File: src/pkg/mscr_map.vh
/*
  register map constants for the metering system configuration register.
  assumes inclusion by bare name from the design file.
*/
`ifndef MSCR_MAP_VH
`define MSCR_MAP_VH

// ----------------------------------------
// addresses
// ----------------------------------------
`define MSCR_CFG_ADDR     12'h000
`define MSCR_ADDR_W       12

// ----------------------------------------
// field positions
// ----------------------------------------
`define MSCR_CH1_HI       29
`define MSCR_CH1_LO       27
`define MSCR_CH0_HI       26
`define MSCR_CH0_LO       24
`define MSCR_TC_HI        23
`define MSCR_TC_LO        16
`define MSCR_SW_BIT       8

// ----------------------------------------
// codes and reset values
// ----------------------------------------
`define MSCR_GAIN_RST     3'h0
`define MSCR_TC_RST       8'h00
`define MSCR_SW_RST       1'b0
`define MSCR_CODE_G16     3'h4
`define MSCR_CODE_G32     3'h5
`define MSCR_CODE_RES0    3'h6
`define MSCR_CODE_RES1    3'h7
`define MSCR_ZERO32       32'h00000000
`define MSCR_CODE_G1      3'h0
`define MSCR_CODE_G2      3'h1
`define MSCR_CODE_G4      3'h2
`define MSCR_CODE_G8      3'h3

// ----------------------------------------
// one-hot gain selects and constant fields
// ----------------------------------------
`define MSCR_SEL_G1       6'h01
`define MSCR_SEL_G2       6'h02
`define MSCR_SEL_G4       6'h04
`define MSCR_SEL_G8       6'h08
`define MSCR_SEL_G16      6'h10
`define MSCR_SEL_G32      6'h20
`define MSCR_PAD_TOP      2'h0
`define MSCR_GAP_BITS     7'h00
`define MSCR_PAD_LOW      8'h00
`define MSCR_ERR_NONE     1'h0

`endif

File: src/verilog/mscr_config_reg.v
/*
  system configuration register of a power-monitoring front end, as an apb slave,
  with decoded channel gain selects and the single-wire enable as outputs.
  assumes a single pclk domain and an apb master keeping the apb protocol.
*/
// Notes on behaviour
// RL1: channel one gain code is held in bits 29 to 27.
// RL2: channel zero gain code is held in bits 26 to 24.
// RL3: code 101 selects gain 32 and code 100 selects gain 16 on either channel.
// RL4: both gain codes reset to 000, which selects unity gain.
// RL5: reserved codes 111 and 110 act as unity gain.
// RL6: bits 23 to 16 hold the reference temperature-coefficient value.
// RL7: bits 15 to 9 are unimplemented and read as zero.
// RL8: bit 8 enables single-wire transmission when 1, and resets to 0.
// RL9: every implemented field reads back what was last written until rewritten or reset.
`timescale 1ns/1ps
`include "mscr_map.vh"

module mscr_config_reg (
  input  wire        pclk,
  input  wire        presetn,
  input  wire        psel,
  input  wire        penable,
  input  wire        pwrite,
  input  wire [31:0] paddr,
  input  wire [31:0] pwdata,
  output reg  [31:0] prdata,
  output wire        pready,
  output wire        pslverr,
  output reg  [5:0]  channel1_gain_log2,
  output reg  [5:0]  channel0_gain_log2,
  output reg  [7:0]  reference_tempco_value,
  output reg         single_wire_enable
);

  // ----------------------------------------
  // local state encodings
  // ----------------------------------------
  // one-hot bus phase: access means the previous edge saw a setup cycle
  localparam [1:0] PH_IDLE       = 2'h1;
  localparam [1:0] PH_ACCESS     = 2'h2;
  localparam       PH_ACCESS_BIT = 1;

  // ----------------------------------------
  // functions
  // ----------------------------------------
  // one-hot gain: bit n set means gain of 2**n; unknown codes fall to unity
  function [5:0] mscr_gain;
    input [2:0] code;
    begin
      case (code)
        `MSCR_CODE_G32:  mscr_gain = `MSCR_SEL_G32; // [RL3]
        `MSCR_CODE_G16:  mscr_gain = `MSCR_SEL_G16; // [RL3]
        `MSCR_CODE_G8:   mscr_gain = `MSCR_SEL_G8;
        `MSCR_CODE_G4:   mscr_gain = `MSCR_SEL_G4;
        `MSCR_CODE_G2:   mscr_gain = `MSCR_SEL_G2;
        `MSCR_CODE_G1:   mscr_gain = `MSCR_SEL_G1;  // [RL4]
        `MSCR_CODE_RES0: mscr_gain = `MSCR_SEL_G1;  // [RL5]
        `MSCR_CODE_RES1: mscr_gain = `MSCR_SEL_G1;  // [RL5]
        default:         mscr_gain = `MSCR_SEL_G1;
      endcase
    end
  endfunction

  // only the low address bits are decoded, so the word aliases higher up
  function mscr_hit;
    input [31:0] addr;
    begin
      mscr_hit = (addr[`MSCR_ADDR_W-1:0] == `MSCR_CFG_ADDR);
    end
  endfunction

  // read word assembly; unimplemented and unmodelled bits are constant zero
  function [31:0] mscr_pack;
    input [2:0] ch1;
    input [2:0] ch0;
    input [7:0] tc;
    input       sw;
    begin
      mscr_pack = {`MSCR_PAD_TOP,
                   ch1,            // [RL1]
                   ch0,            // [RL2]
                   tc,             // [RL6]
                   `MSCR_GAP_BITS, // [RL7]
                   sw,             // [RL8]
                   `MSCR_PAD_LOW};
    end
  endfunction

  // ----------------------------------------
  // declarations
  // ----------------------------------------
  reg  [1:0]  phase_q;
  reg  [1:0]  phase_d;
  reg         pslverr_q;
  reg  [2:0]  channel1_gain_code_q;
  reg  [2:0]  channel0_gain_code_q;
  wire        setup_cyc;
  wire        access_cyc;
  wire        hit;
  wire        wr_en;
  wire        rd_en;
  wire [31:0] rd_word;

  // ----------------------------------------
  // bus decode
  // ----------------------------------------
  assign setup_cyc  = psel & ~penable;
  assign access_cyc = psel & penable;
  assign hit        = mscr_hit(paddr);
  assign wr_en      = access_cyc & pwrite & hit;
  assign rd_en      = setup_cyc & ~pwrite;
  assign rd_word    = mscr_pack(channel1_gain_code_q, channel0_gain_code_q,
                                reference_tempco_value, single_wire_enable);

  // ----------------------------------------
  // bus phase
  // ----------------------------------------
  // ready comes from a flop set by the setup edge, so no wait state is added
  always @* begin
    phase_d = PH_IDLE;
    case (phase_q)
      PH_IDLE: begin
        if (setup_cyc) begin
          phase_d = PH_ACCESS;
        end
      end
      PH_ACCESS: begin
        // ready is already high, so every access lasts exactly one cycle
        phase_d = PH_IDLE;
      end
      default: begin
        phase_d = PH_IDLE;
      end
    endcase
  end

  always @(posedge pclk or negedge presetn) begin
    if (!presetn) begin
      phase_q   <= PH_IDLE;
      pslverr_q <= `MSCR_ERR_NONE;
    end else begin
      phase_q   <= phase_d;
      // every word is writable or reads as zero, so no transfer is refused
      pslverr_q <= `MSCR_ERR_NONE;
    end
  end

  // ----------------------------------------
  // handshake outputs
  // ----------------------------------------
  assign pready  = phase_q[PH_ACCESS_BIT];
  assign pslverr = pslverr_q;

  // ----------------------------------------
  // field registers
  // ----------------------------------------
  // each field holds its value between writes [RL9]
  // reserved codes are kept as written; only the decode treats them as unity
  always @(posedge pclk or negedge presetn) begin
    if (!presetn) begin
      channel1_gain_code_q <= `MSCR_GAIN_RST; // [RL4]
    end else if (wr_en) begin
      channel1_gain_code_q <= pwdata[`MSCR_CH1_HI:`MSCR_CH1_LO]; // [RL1]
    end
  end

  always @(posedge pclk or negedge presetn) begin
    if (!presetn) begin
      channel0_gain_code_q <= `MSCR_GAIN_RST; // [RL4]
    end else if (wr_en) begin
      channel0_gain_code_q <= pwdata[`MSCR_CH0_HI:`MSCR_CH0_LO]; // [RL2]
    end
  end

  always @(posedge pclk or negedge presetn) begin
    if (!presetn) begin
      reference_tempco_value <= `MSCR_TC_RST;
    end else if (wr_en) begin
      reference_tempco_value <= pwdata[`MSCR_TC_HI:`MSCR_TC_LO]; // [RL6]
    end
  end

  always @(posedge pclk or negedge presetn) begin
    if (!presetn) begin
      single_wire_enable <= `MSCR_SW_RST; // [RL8]
    end else if (wr_en) begin
      single_wire_enable <= pwdata[`MSCR_SW_BIT]; // [RL8]
    end
  end

  // ----------------------------------------
  // read data
  // ----------------------------------------
  // read data is registered in the setup cycle so prdata is a flop output
  always @(posedge pclk or negedge presetn) begin
    if (!presetn) begin
      prdata <= `MSCR_ZERO32;
    end else if (rd_en) begin
      prdata <= hit ? rd_word : `MSCR_ZERO32; // [RL9]
    end
  end

  // ----------------------------------------
  // decoded gains
  // ----------------------------------------
  // gain outputs lag the code by one cycle so they come from flops
  always @(posedge pclk or negedge presetn) begin
    if (!presetn) begin
      channel1_gain_log2 <= `MSCR_SEL_G1; // [RL4]
    end else begin
      channel1_gain_log2 <= mscr_gain(channel1_gain_code_q); // [RL3][RL5]
    end
  end

  always @(posedge pclk or negedge presetn) begin
    if (!presetn) begin
      channel0_gain_log2 <= `MSCR_SEL_G1; // [RL4]
    end else begin
      channel0_gain_log2 <= mscr_gain(channel0_gain_code_q); // [RL3][RL5]
    end
  end

endmodule // mscr_config_reg

File: config.mk
export PLATFORM = sky130hd
export DESIGN_NAME = mscr_config_reg
export DESIGN_NICKNAME = d
export VERILOG_FILES = /design/src/verilog/mscr_config_reg.v
export VERILOG_INCLUDE_DIRS = /design/src /design/src/pkg
export SDC_FILE = /design/constraint.sdc
export NUM_CORES = 1
export LEC_CHECK = 0
export ABC_AREA = 1
export BUFFER_PORTS_ARGS = -buffer_cell sky130_fd_sc_hd__buf_2
export CAP_MARGIN = 20
export CORE_MARGIN = 5
export CORE_UTILIZATION = 42
export CTS_CLUSTER_SIZE = 14
export DETAILED_ROUTE_END_ITERATION = 7
export PLACE_DENSITY = 0.86
export SLEW_MARGIN = 25
export SYNTH_ARGS = -nofsm -noshare
export SYNTH_HDL_FRONTEND = slang
export SYNTH_SLANG_ARGS = --single-unit
export TNS_END_PERCENT = 5
File: constraint.sdc
create_clock -name pclk -period 1.05 [get_ports pclk]
set_input_delay 0.0525 -clock pclk [delete_from_list [all_inputs] [get_ports pclk]]
set_output_delay 0.0525 -clock pclk [all_outputs]
set_load 0.05 [all_outputs]
Word level (Yosys, flattened, before mapping)
Memories as Yosys holds them, arrays and structs flattened. A register that Yosys moved wholly into a read port is not among the register bits.
Cells that the tools add are included.
Widths: inputs -> output; s select.
Word-level totals
  register bits: 49
  ROM bits: 96
  bits of input ports: 69
  word-level logic and storage cells: 22
  memories: 2
Operators by class
  eq/ne operators: 1
  multiplexer cells: 3
  bitwise logic cells: 7
  reduce and logical (&&, ||, !) cells: 3
Memories
  (name not given): depth 8, width 6, read ports 1, clocked after Yosys merged registers in 1, write ports 0, line mscr_config_reg.v:51  | case (code)
  (name not given): depth 8, width 6, read ports 1, clocked after Yosys merged registers in 1, write ports 0, line mscr_config_reg.v:51
Operators with widths (count)
  $mux 30: 1
  $logic_not 12->1: 1
  $and 1x1->1: 5
  $mux 2: 2
  $eq 2x1->1 const B: 1
  $logic_not 1->1: 2
  $not 1->1: 2

Depth between registers and ports, before layout
Gate-level depths: netlist of the first run.
  depth after elaboration: 4
  gate-level depth with buffers: 7

Worst setup path after synthesis of the first run
No wires, ideal clock.
  kind: flip-flop to flip-flop
  start point: reg reference_tempco_value[3]
  end point: reg prdata[19]
  arrival time: 0.872 ns
  data required time: 0.976 ns
  slack: 0.104 ns
  cell stages (with the launch flop): 3
  buffers on the path: 0
  clock period less this slack: 0.946 ns
  path through: dfrtp_1 -> nand2_1 -> o21ai_2
Between the ends
  word-level cells in the longest chain between the ends: 1
Ends and longest elaborated chain
  start, declared: line mscr_config_reg.v:32  | output reg [7:0] reference_tempco_value,
  start signal, assigned: line mscr_config_reg.v:178  | reference_tempco_value <= `MSCR_TC_RST;
  start signal, assigned: line mscr_config_reg.v:180  | reference_tempco_value <= pwdata[`MSCR_TC_HI:`MSCR_TC_LO];
  $mux 30 (no line)
  end signal, assigned: line mscr_config_reg.v:198  | prdata <= `MSCR_ZERO32;
  end signal, assigned: line mscr_config_reg.v:200  | prdata <= hit ? rd_word : `MSCR_ZERO32;
  end, declared: line mscr_config_reg.v:27  | output reg [31:0] prdata,
Every way passes these cells.
A chain may end at the register's enable or synchronous reset.

Worst setup path after layout of the first run
  start point: reg channel0_gain_log2[0]
  end point: out channel0_gain_log2[0]
RTL lines
  start, declared: line mscr_config_reg.v:31  | output reg [5:0] channel0_gain_log2,
No word-level cell between the ends.

==> impl_metrics.py, run 1 <==
metrics = {
    "outcome": {
        "status": "finished clean",
    },
    "yosys": {
        "yosysTopAreaCellShare": 0.519,
        "syn_avg_cell_area_um2": 9.60,
        "synth_seq_cells": 44,
        "synth_area_leaders": "dfrtp_1 (52%), nand2_1 (13%), buf_4 (8.0%)",
        "ys_warn_count": 0,
        "synth.cell_area_um2": 1980,
        "synth-seq-area-share": 0.559,
        "synth_area_leader_cell": "dfrtp_1",
        "syn-instance-count": 206,
        "synth_cell_type_count": 21,
    },
    "floorplan": {
        "pin_count": 124,
        "start_util": 0.424,
        "rows": 25,
        "die_w_um": 78.6,
        "die-area_um2": 6180,
        "core_area_um2": 4660,
        "die_h_um": 78.6,
    },
    "sta": {
        "fin_crit_sh": 0.981,
        "setup_viol": 0,
        "fin_crit_ps": 1030,
        "rsz0062_at_grt": "true",
        "whs_ps": 6.48,
        "max_freq_ghz": 0.971,
        "hold_viol": 0,
        "finalClockSkew_ps": 9.93,
        "drv_slew": 0,
    },
    "worst_setup_path": {
        "setup.worst_path.end": "channel0_gain_log2[0]",
        "endpoint_kind": "output port",
        "critPathTopFamily": "flip-flops",
        "r2r_end": "phase_q[0]",
        "path_max_fanout": 1,
        "cpMaxStageDelayCell": "dfstp_2",
        "cp.depth": 1,
        "critPathKind": "reg -> out",
        "cp_slowest_stage_delay_ps": 540,
        "cp.arrival_ps": 980,
        "cp_data_required_time_ps": 1000,
        "startpoint": "channel0_gain_log2[0]",
        "r2r_slack_ps": 150,
        "r2r-start": "phase_q[0]",
        "start_kind": "flop",
        "cp_cell_sequence": "buf_8",
        "worstPathBufferInverterCount": 1,
        "r2r_cells": 3,
    },
    "power": {
        "totalPowerFinal_mw": 3.13,
        "p_per_area_nw_per_um2": 1230,
        "ir_drop_uv": 660,
        "p_leak_nw": 1.43,
    },
    "cts": {
        "cts_tree": "done",
        "path_clk_slew_ps": 80,
        "cts-htree-levels": 2,
        "numCtsBuffers": 5,
        "cts-root-buf": "clkbuf_8",
        "insertion_delay_ps": 300,
        "clock_path_buffers": 2,
        "clock-sinks": 44,
    },
    "global_routing": {
        "grt_overflow": 0,
        "antenna_found_initial": 0,
        "use_met1": 0.152,
        "grt_max_degree": 45,
        "busiest_layer": "met2",
        "grt_pass1_wl_um": 7060,
        "grt_use_met2": 0.261,
        "grt_pass1_vias": 1563,
        "grt_util_met3": 0.0528,
        "grt_usage": 0.145,
    },
    "drt": {
        "vias": 1559,
        "postRouteAntennaNets": 0,
        "drt-total-wl_um": 4270,
        "dr.pass1.iters": 4,
        "detail_route.vias_per_cell": 4.52,
        "route.detailed.drc": 0,
        "avgRoutedWirePerCell_um": 12.4,
        "drt_iter0_drc": 52,
    },
    "cells_and_area": {
        "drive_gt1_frac": 0.371,
        "syn_to_final_growth_pct": 28.6,
        "final_cell_mix": "nand2_1 (68), buf_2 (62), dfrtp_1 (41)",
        "final_common_cell": "nand2_1",
        "final_nets": 359,
        "diodes": 0,
    },
    "run": {
        "drv_cap": 0,
    },
    "min_path": {
        "hp-class": "in -> reg",
        "whs_path_depth": 3,
    },
    "placement": {
        "gp_congestion": 0.786,
        "dpl.hpwl_um": 3350,
        "port_buffers": 68,
    },
}
==> cell usage after synthesis <==
cell type  number
inv_1          10
nand2_1        68
nand2_4         1
nor2_4          2
nor2_2          2
nor3_1          5
o21ai_0         7
nand4_1        15
buf_2           3
or2_2           1
buf_4          21
buf_6           2
nor2_8          1
o21ai_2        10
dfrtp_1        41
dfstp_2         3
nand2_2         1
conb_1          1
nor2_1         10
nand3_4         1
and2_1          1
==> worst min-delay path by stage <==
stage | startpoint | end | slack (ps)
3_3_place_gp | presetn | prdata[19] | 40
6_report | pwdata[23] | reference_tempco_value[7] | 6
2_1_floorplan | presetn | channel0_gain_code_q[0] | -240
5_1_grt | pwdata[23] | reference_tempco_value[7] | 10
4_1_cts | pwdata[23] | reference_tempco_value[7] | 0.5
3_5_place_dp | presetn | prdata[19] | 40
==> metal layers <==
metal	wire length [µm]	part of all wire
met5	0	0
met4	69	0.016
met3	303	0.071
met2	2280	0.53
met1	1620	0.38
==> what timing repair did <==
action	in CTS	in global routing
hold endpoints to repair	50	0
setup endpoints to repair	2	6
gates cloned	0	0
setup buffers	0	0
hold buffers	7	0
resized for setup	4	6
==> area by class of cell <==
type                    count  area, µm²
fillers                   435       2120
flip-flops and latches     44       1100
inverters                  10       37.5
multi-input cells         143        704
clock buffers               7       86.3
repair buffers             86        536
clock inverters             1       7.51
well taps                  54       67.6
==> report_power, final <==
| group | internal [mW] | total (mW) | switching (mW) |
|---|---|---|---|
| registers | 1.70 | 1.70 | 0.00230 |
| clock network | 0.534 | 1.08 | 0.549 |
| logic | 0.0897 | 0.343 | 0.254 |
==> logic make-up after synthesis <==
kind of cell,share of synthesized area
AOI/OAI and AO/OA,0.0620
buffers and inverters,0.118
DFF,0.559
other,0.00190
and+or+nand+nor,0.260
==> per-stage QoR <==
step / instance area, µm² / TNS, ps / worst slack, ps / instances / utilization
global route: 2540 / -25.8 / -10.7 / 345 / 0.546
global placement: 2350 / 0 / 6.90 / 330 / 0.504
floorplan: 2040 / 0 / 104 / 223 / -
detailed placement: 2350 / -310 / -39.6 / 330 / 0.504
CTS: 2530 / 0 / 9.72 / 345 / 0.542
finish: 2540 / 0 / 20.2 / 345 / 0.546
==> flip-flops by register name, summed over array words and instances, names as in the netlist <==
signal,cells
single_wire_enable,1
channel1_gain_code_q,3
prdata,15
channel1_gain_log2,6
channel0_gain_log2,6
reference_tempco_value,8
phase_q,2
channel0_gain_code_q,3
Note: power is estimated with default switching activity, not from simulation.
==> run 2: changes to the inputs <==
--- a/config.mk
+++ b/config.mk
@@ -9,11 +9,13 @@
 export ABC_AREA = 1
 export BUFFER_PORTS_ARGS = -buffer_cell sky130_fd_sc_hd__buf_2
 export CAP_MARGIN = 20
+export CELL_PAD_IN_SITES_DETAIL_PLACEMENT = 1
+export CELL_PAD_IN_SITES_GLOBAL_PLACEMENT = 1
 export CORE_MARGIN = 5
-export CORE_UTILIZATION = 42
+export CORE_UTILIZATION = 30
 export CTS_CLUSTER_SIZE = 14
 export DETAILED_ROUTE_END_ITERATION = 7
-export PLACE_DENSITY = 0.86
+export PLACE_DENSITY = 0.87
 export SLEW_MARGIN = 25
 export SYNTH_ARGS = -nofsm -noshare
 export SYNTH_HDL_FRONTEND = slang
==> constraint.sdc (replaced) <==
create_clock -name pclk -period 1.1 [get_ports pclk]
set_input_delay 0.055 -clock pclk [delete_from_list [all_inputs] [get_ports pclk]]
set_output_delay 0.055 -clock pclk [all_outputs]
set_load 0.05 [all_outputs]
==> impl_metrics.py, run 2 (synthesis results as in run 1) <==
metrics = {
    "drt": {
        "route.detailed.drc": 0,
        "drt-total-wl_um": 4870,
        "avgRoutedWirePerCell_um": 13.5,
        "drt_iter0_drc": 52,
        "postRouteAntennaNets": 0,
        "detail_route.vias_per_cell": 4.38,
        "dr.pass1.iters": 4,
        "vias": 1586,
    },
    "sta": {
        "setup_viol": 0,
        "finalClockSkew_ps": 2.19,
        "max_freq_ghz": 0.936,
        "fin_crit_sh": 0.971,
        "fin_crit_ps": 1070,
        "drv_slew": 0,
        "setup_slack_ps": 31.5,
        "hold_viol": 0,
        "setup-tns-final_ps": 0,
        "rsz0062_at_grt": "false",
    },
    "cts": {
        "insertion_delay_ps": 290,
        "clock_path_buffers": 2,
        "cts_tree": "done",
        "cts-htree-levels": 2,
        "numCtsBuffers": 5,
        "post-cts-setup-buffer-count": 0,
        "cts-root-buf": "clkbuf_8",
        "clock-sinks": 44,
        "path_clk_slew_ps": 80,
    },
    "worst_setup_path": {
        "endpoint_kind": "output port",
        "worstPathBufferInverterCount": 1,
        "cpMaxStageDelayCell": "dfstp_2",
        "cp_data_required_time_ps": 1040,
        "critPathKind": "reg -> out",
        "path_max_fanout": 1,
        "cp.arrival_ps": 1010,
        "cp_cell_sequence": "buf_4",
        "critPathTopFamily": "flip-flops",
        "cp_slowest_stage_delay_ps": 530,
        "start_kind": "flop",
    },
    "cells_and_area": {
        "syn_to_final_growth_pct": 25.7,
        "final_cell_mix": "nand2_1 (68), buf_2 (66), dfrtp_1 (41)",
        "final_util": 0.389,
        "diodes": 0,
        "final_nets": 353,
        "reg.largest.list": "prdata x15, reference_tempco_value x8",
        "largest_register_ffs": 15,
        "drive_gt1_frac": 0.379,
        "final_common_cell": "nand2_1",
        "fin_cells": 362,
        "regMostFlops": "prdata",
    },
    "global_routing": {
        "grt_max_degree": 45,
        "grt_pass1_vias": 1716,
        "grt_pass1_wl_um": 8250,
        "grt_overflow": 0,
        "grt_usage": 0.122,
        "antenna_found_initial": 0,
    },
    "placement": {
        "port_buffers": 68,
        "dpl.hpwl_um": 3810,
        "dp.cells": 353,
        "gp_congestion": 0.690,
        "place_ws_ps": -3.13,
    },
    "power": {
        "p_per_area_nw_per_um2": 1210,
        "p_leak_nw": 1.40,
        "ir_drop_uv": 598,
    },
    "floorplan": {
        "die_h_um": 91.2,
        "rows": 29,
        "die-area_um2": 8320,
        "core_area_um2": 6390,
        "start_util": 0.310,
        "pin_count": 124,
        "die_w_um": 91.2,
    },
    "run": {
        "drv_cap": 0,
    },
    "min_path": {
        "hp-class": "in -> reg",
    },
    "outcome": {
        "status": "finished clean",
    },
}
[run 2: what timing repair did]
| item | in CTS | in global routing |
|---|---|---|
| gates resized for setup | 2 | 0 |
| hold buffers | 1 | 0 |
| endpoints found under the setup margin | 2 | 0 |
| endpoints found under the hold margin | 44 | 0 |
[run 2: layer usage]
layer,part of all wire,vias to the layer above,GRT usage
met2,0.52,43,0.219
met4,0.022,0,0.0465
met5,0,-,0
li1,-,773,-
met3,0.059,8,0.0339
met1,0.40,762,0.135
[run 2: metrics by stage]
step | total power [mW] | hold slack, ps | area (µm²)
after global placement | 1.96 | 45.0 | 2380
after floorplan | 1.90 | -241 | 2040
after detailed placement | 1.97 | 50.7 | 2380
after global routing | 3.13 | 9.72 | 2490
final | 3.00 | 6.77 | 2490
after CTS | 3.03 | 5.34 | 2490
[run 2: final timing paths]
check	start	end	slack (ps)	cells after the start
worst min register to register	phase_q[1]	phase_q[1]	450	1
worst max-delay path	channel0_gain_log2[0]	channel0_gain_log2[0]	30	1
max in group asynchronous	presetn	phase_q[0]	570	3
min in group asynchronous	presetn	channel0_gain_log2[1]	260	3
worst max register to register	channel0_gain_code_q[0]	channel0_gain_log2[0]	160	2
worst min-delay path	pwdata[21]	reference_tempco_value[5]	7	3
[run 2: worst register-to-register path: cells and delay by family, from the launching register on]
kind | cells | cell delay, ps
AO/OA/AOI/OAI | 1 | 180
AND/OR/NAND/NOR | 1 | 300
flip-flops | 1 | 380
[run 2: final cells by class]
cell class | instances | area [µm²]
inverter | 10 | 37.5
fill | 790 | 3900
timing repair buffer | 80 | 450
clock buffer | 7 | 86.3
multi-input combinational | 143 | 704
clock inverter | 1 | 7.51
tap | 77 | 96.3
sequential | 44 | 1100
[run 2: power breakdown]
part	total (mW)	switching [mW]	internal, mW
logic	0.312	0.241	0.0709
clock network	1.06	0.552	0.511
registers	1.63	0.00236	1.62
total	3.00	0.796	2.21
==> run 3: changes to the inputs <==
--- a/config.mk
+++ b/config.mk
@@ -15,6 +15,7 @@
 export CORE_UTILIZATION = 30
 export CTS_CLUSTER_SIZE = 14
 export DETAILED_ROUTE_END_ITERATION = 7
+export GPL_TIMING_DRIVEN = 0
 export PLACE_DENSITY = 0.87
 export SLEW_MARGIN = 25
 export SYNTH_ARGS = -nofsm -noshare
==> constraint.sdc (replaced) <==
create_clock -name pclk -period 1.1 [get_ports pclk]
set_input_delay 0.055 -clock pclk [delete_from_list [all_inputs] [get_ports pclk]]
set_output_delay 0.055 -clock pclk [all_outputs]
set_load 0.1 [all_outputs]
==> impl_metrics.py, run 3 (synthesis results as in run 1) <==
metrics = {
    "outcome": {
        "status": "finished clean",
    },
    "cts": {
        "cts_tree": "done",
        "insertion_delay_ps": 300,
        "cts-htree-levels": 2,
        "post-cts-setup-buffer-count": 0,
        "cts-root-buf": "clkbuf_8",
        "numCtsBuffers": 5,
        "clock-sinks": 44,
        "clock_path_buffers": 2,
        "path_clk_slew_ps": 80,
    },
    "power": {
        "p_leak_nw": 1.48,
        "p_per_area_nw_per_um2": 1230,
        "ir_drop_uv": 466,
        "totalPowerFinal_mw": 3.35,
    },
    "placement": {
        "dpl.hpwl_um": 3950,
        "port_buffers": 68,
        "gp_congestion": 0.693,
    },
    "drt": {
        "route.detailed.drc": 0,
        "dr.pass1.iters": 3,
        "detail_route.vias_per_cell": 4.36,
        "postRouteAntennaNets": 0,
        "drt_iter0_drc": 28,
        "vias": 1645,
        "avgRoutedWirePerCell_um": 13.4,
        "drt-total-wl_um": 5050,
    },
    "worst_setup_path": {
        "critPathKind": "reg -> out",
        "cp_cell_sequence": "buf_12",
        "r2r_cells": 2,
        "endpoint_kind": "output port",
        "r2r_end": "channel0_gain_log2[0]",
        "cp.arrival_ps": 1020,
        "critPathTopFamily": "flip-flops",
        "path_max_fanout": 1,
        "cp.depth": 1,
        "r2r-start": "channel0_gain_code_q[1]",
        "cp_slowest_stage_delay_ps": 550,
        "startpoint": "channel1_gain_log2[0]",
        "cp_data_required_time_ps": 1040,
        "worstPathBufferInverterCount": 1,
        "cpMaxStageDelayCell": "dfstp_2",
        "start_kind": "flop",
        "setup.worst_path.end": "channel1_gain_log2[0]",
        "r2r_slack_ps": 100,
    },
    "cells_and_area": {
        "fillerInstances": 765,
        "final_common_cell": "nand2_1",
        "final_util": 0.427,
        "regMostFlops": "prdata",
        "reg.largest.list": "prdata x15, reference_tempco_value x8",
        "syn_to_final_growth_pct": 38.0,
        "diodes": 0,
        "final_nets": 368,
        "regArea_um2": 1120,
        "multi_input_area_um2": 704,
        "final_cell_mix": "nand2_1 (68), buf_4 (55), buf_2 (33)",
        "drive_gt1_frac": 0.443,
        "largest_register_ffs": 15,
    },
    "floorplan": {
        "pin_count": 124,
        "die-area_um2": 8320,
        "die_h_um": 91.2,
        "rows": 29,
        "die_w_um": 91.2,
        "core_area_um2": 6390,
        "start_util": 0.310,
    },
    "global_routing": {
        "grt_overflow": 0,
        "grt_usage": 0.121,
        "antenna_found_initial": 0,
        "grt_max_degree": 45,
        "grt_pass1_vias": 1792,
        "grt_pass1_wl_um": 8270,
    },
    "sta": {
        "rsz0062_at_grt": "true",
        "finalClockSkew_ps": 7.15,
        "fin_crit_ps": 1070,
        "slew_headroom": 0.630,
        "tightest_slew_ps": 555,
        "fin_crit_sh": 0.973,
        "max_freq_ghz": 0.934,
        "hold_viol": 0,
        "setup_viol": 0,
        "drv_slew": 0,
    },
    "run": {
        "drv_cap": 0,
    },
    "min_path": {
        "hp-class": "in -> reg",
    },
}
run 3: changes by cell type in the layout (fill, tap and decap cells not counted):
cell,change
buf_4,+43
buf_6,+2
buf_2,-33
clkinvlp_4,-1
buf_12,+1
dfrtp_1,-10
clkinv_2,+1
dfrtp_2,+10
clkbuf_8,-1
clkbuf_4,+2
bufinv_16,+1
run 3: cell type report:
| class | instances | share of cell area |
|---|---|---|
| clock buffer | 6 | 0.0266 |
| inverter | 10 | 0.0138 |
| multi-input combinational | 143 | 0.258 |
| clock inverter | 2 | 0.0128 |
| tap | 77 | 0.0353 |
| buffer | 26 | 0.0715 |
| sequential | 44 | 0.409 |
| timing repair buffer | 69 | 0.172 |
run 3: repair_timing:
| action | in CTS | in global routing |
|---|---|---|
| resized for setup | 39 | 4 |
| setup endpoints to repair | 35 | 4 |
| hold endpoints to repair | 41 | 41 |
run 3: power breakdown:
group,total [mW],internal (mW),switching (mW)
combinational,0.500,0.107,0.393
sequential,1.63,1.62,0.00288
clock,1.22,0.674,0.545
run 3: worst min path at each step:
| stage | startpoint | end | depth (start not counted) |
|---|---|---|---|
| after detailed placement | presetn | prdata[21] | 1 |
| after global routing | pwdata[16] | reference_tempco_value[0] | 3 |
| after CTS | presetn | prdata[21] | 1 |
| after floorplan | presetn | channel0_gain_code_q[0] | 0 |
| final | pwdata[16] | reference_tempco_value[0] | 3 |
| after global placement | presetn | prdata[18] | 1 |
run 3: metrics by stage:
stage / cells / TNS (ps) / hold slack, ps / cell area, µm² / setup WS [ps]
floorplan: 223 / -1200 / -241 / 2050 / -90.1
global placement: 368 / -2.69 / 252 / 2490 / -1.66
detailed placement: 368 / -291 / 267 / 2490 / -43.8
CTS: 376 / 0 / -49.4 / 2700 / 4.84
global route: 377 / -0.335 / 1.22 / 2730 / -0.335
finish: 377 / 0 / 1.49 / 2730 / 29.2
run 3: tightest hold or removal path, delay by kind of cell:
family	cells	cell delay (ps)
buffers and inverters	1	90
and+or+nand+nor	2	120
run 3: metal layers:
metal / up-vias / part of all wire / track usage / wire (µm)
li1: 807 / - / - / -
met1: 785 / 0.39 / 0.130 / 1980
met2: 45 / 0.53 / 0.224 / 2660
met3: 8 / 0.062 / 0.0331 / 315
met4: 0 / 0.020 / 0.0477 / 99
met5: - / 0 / 0 / 0
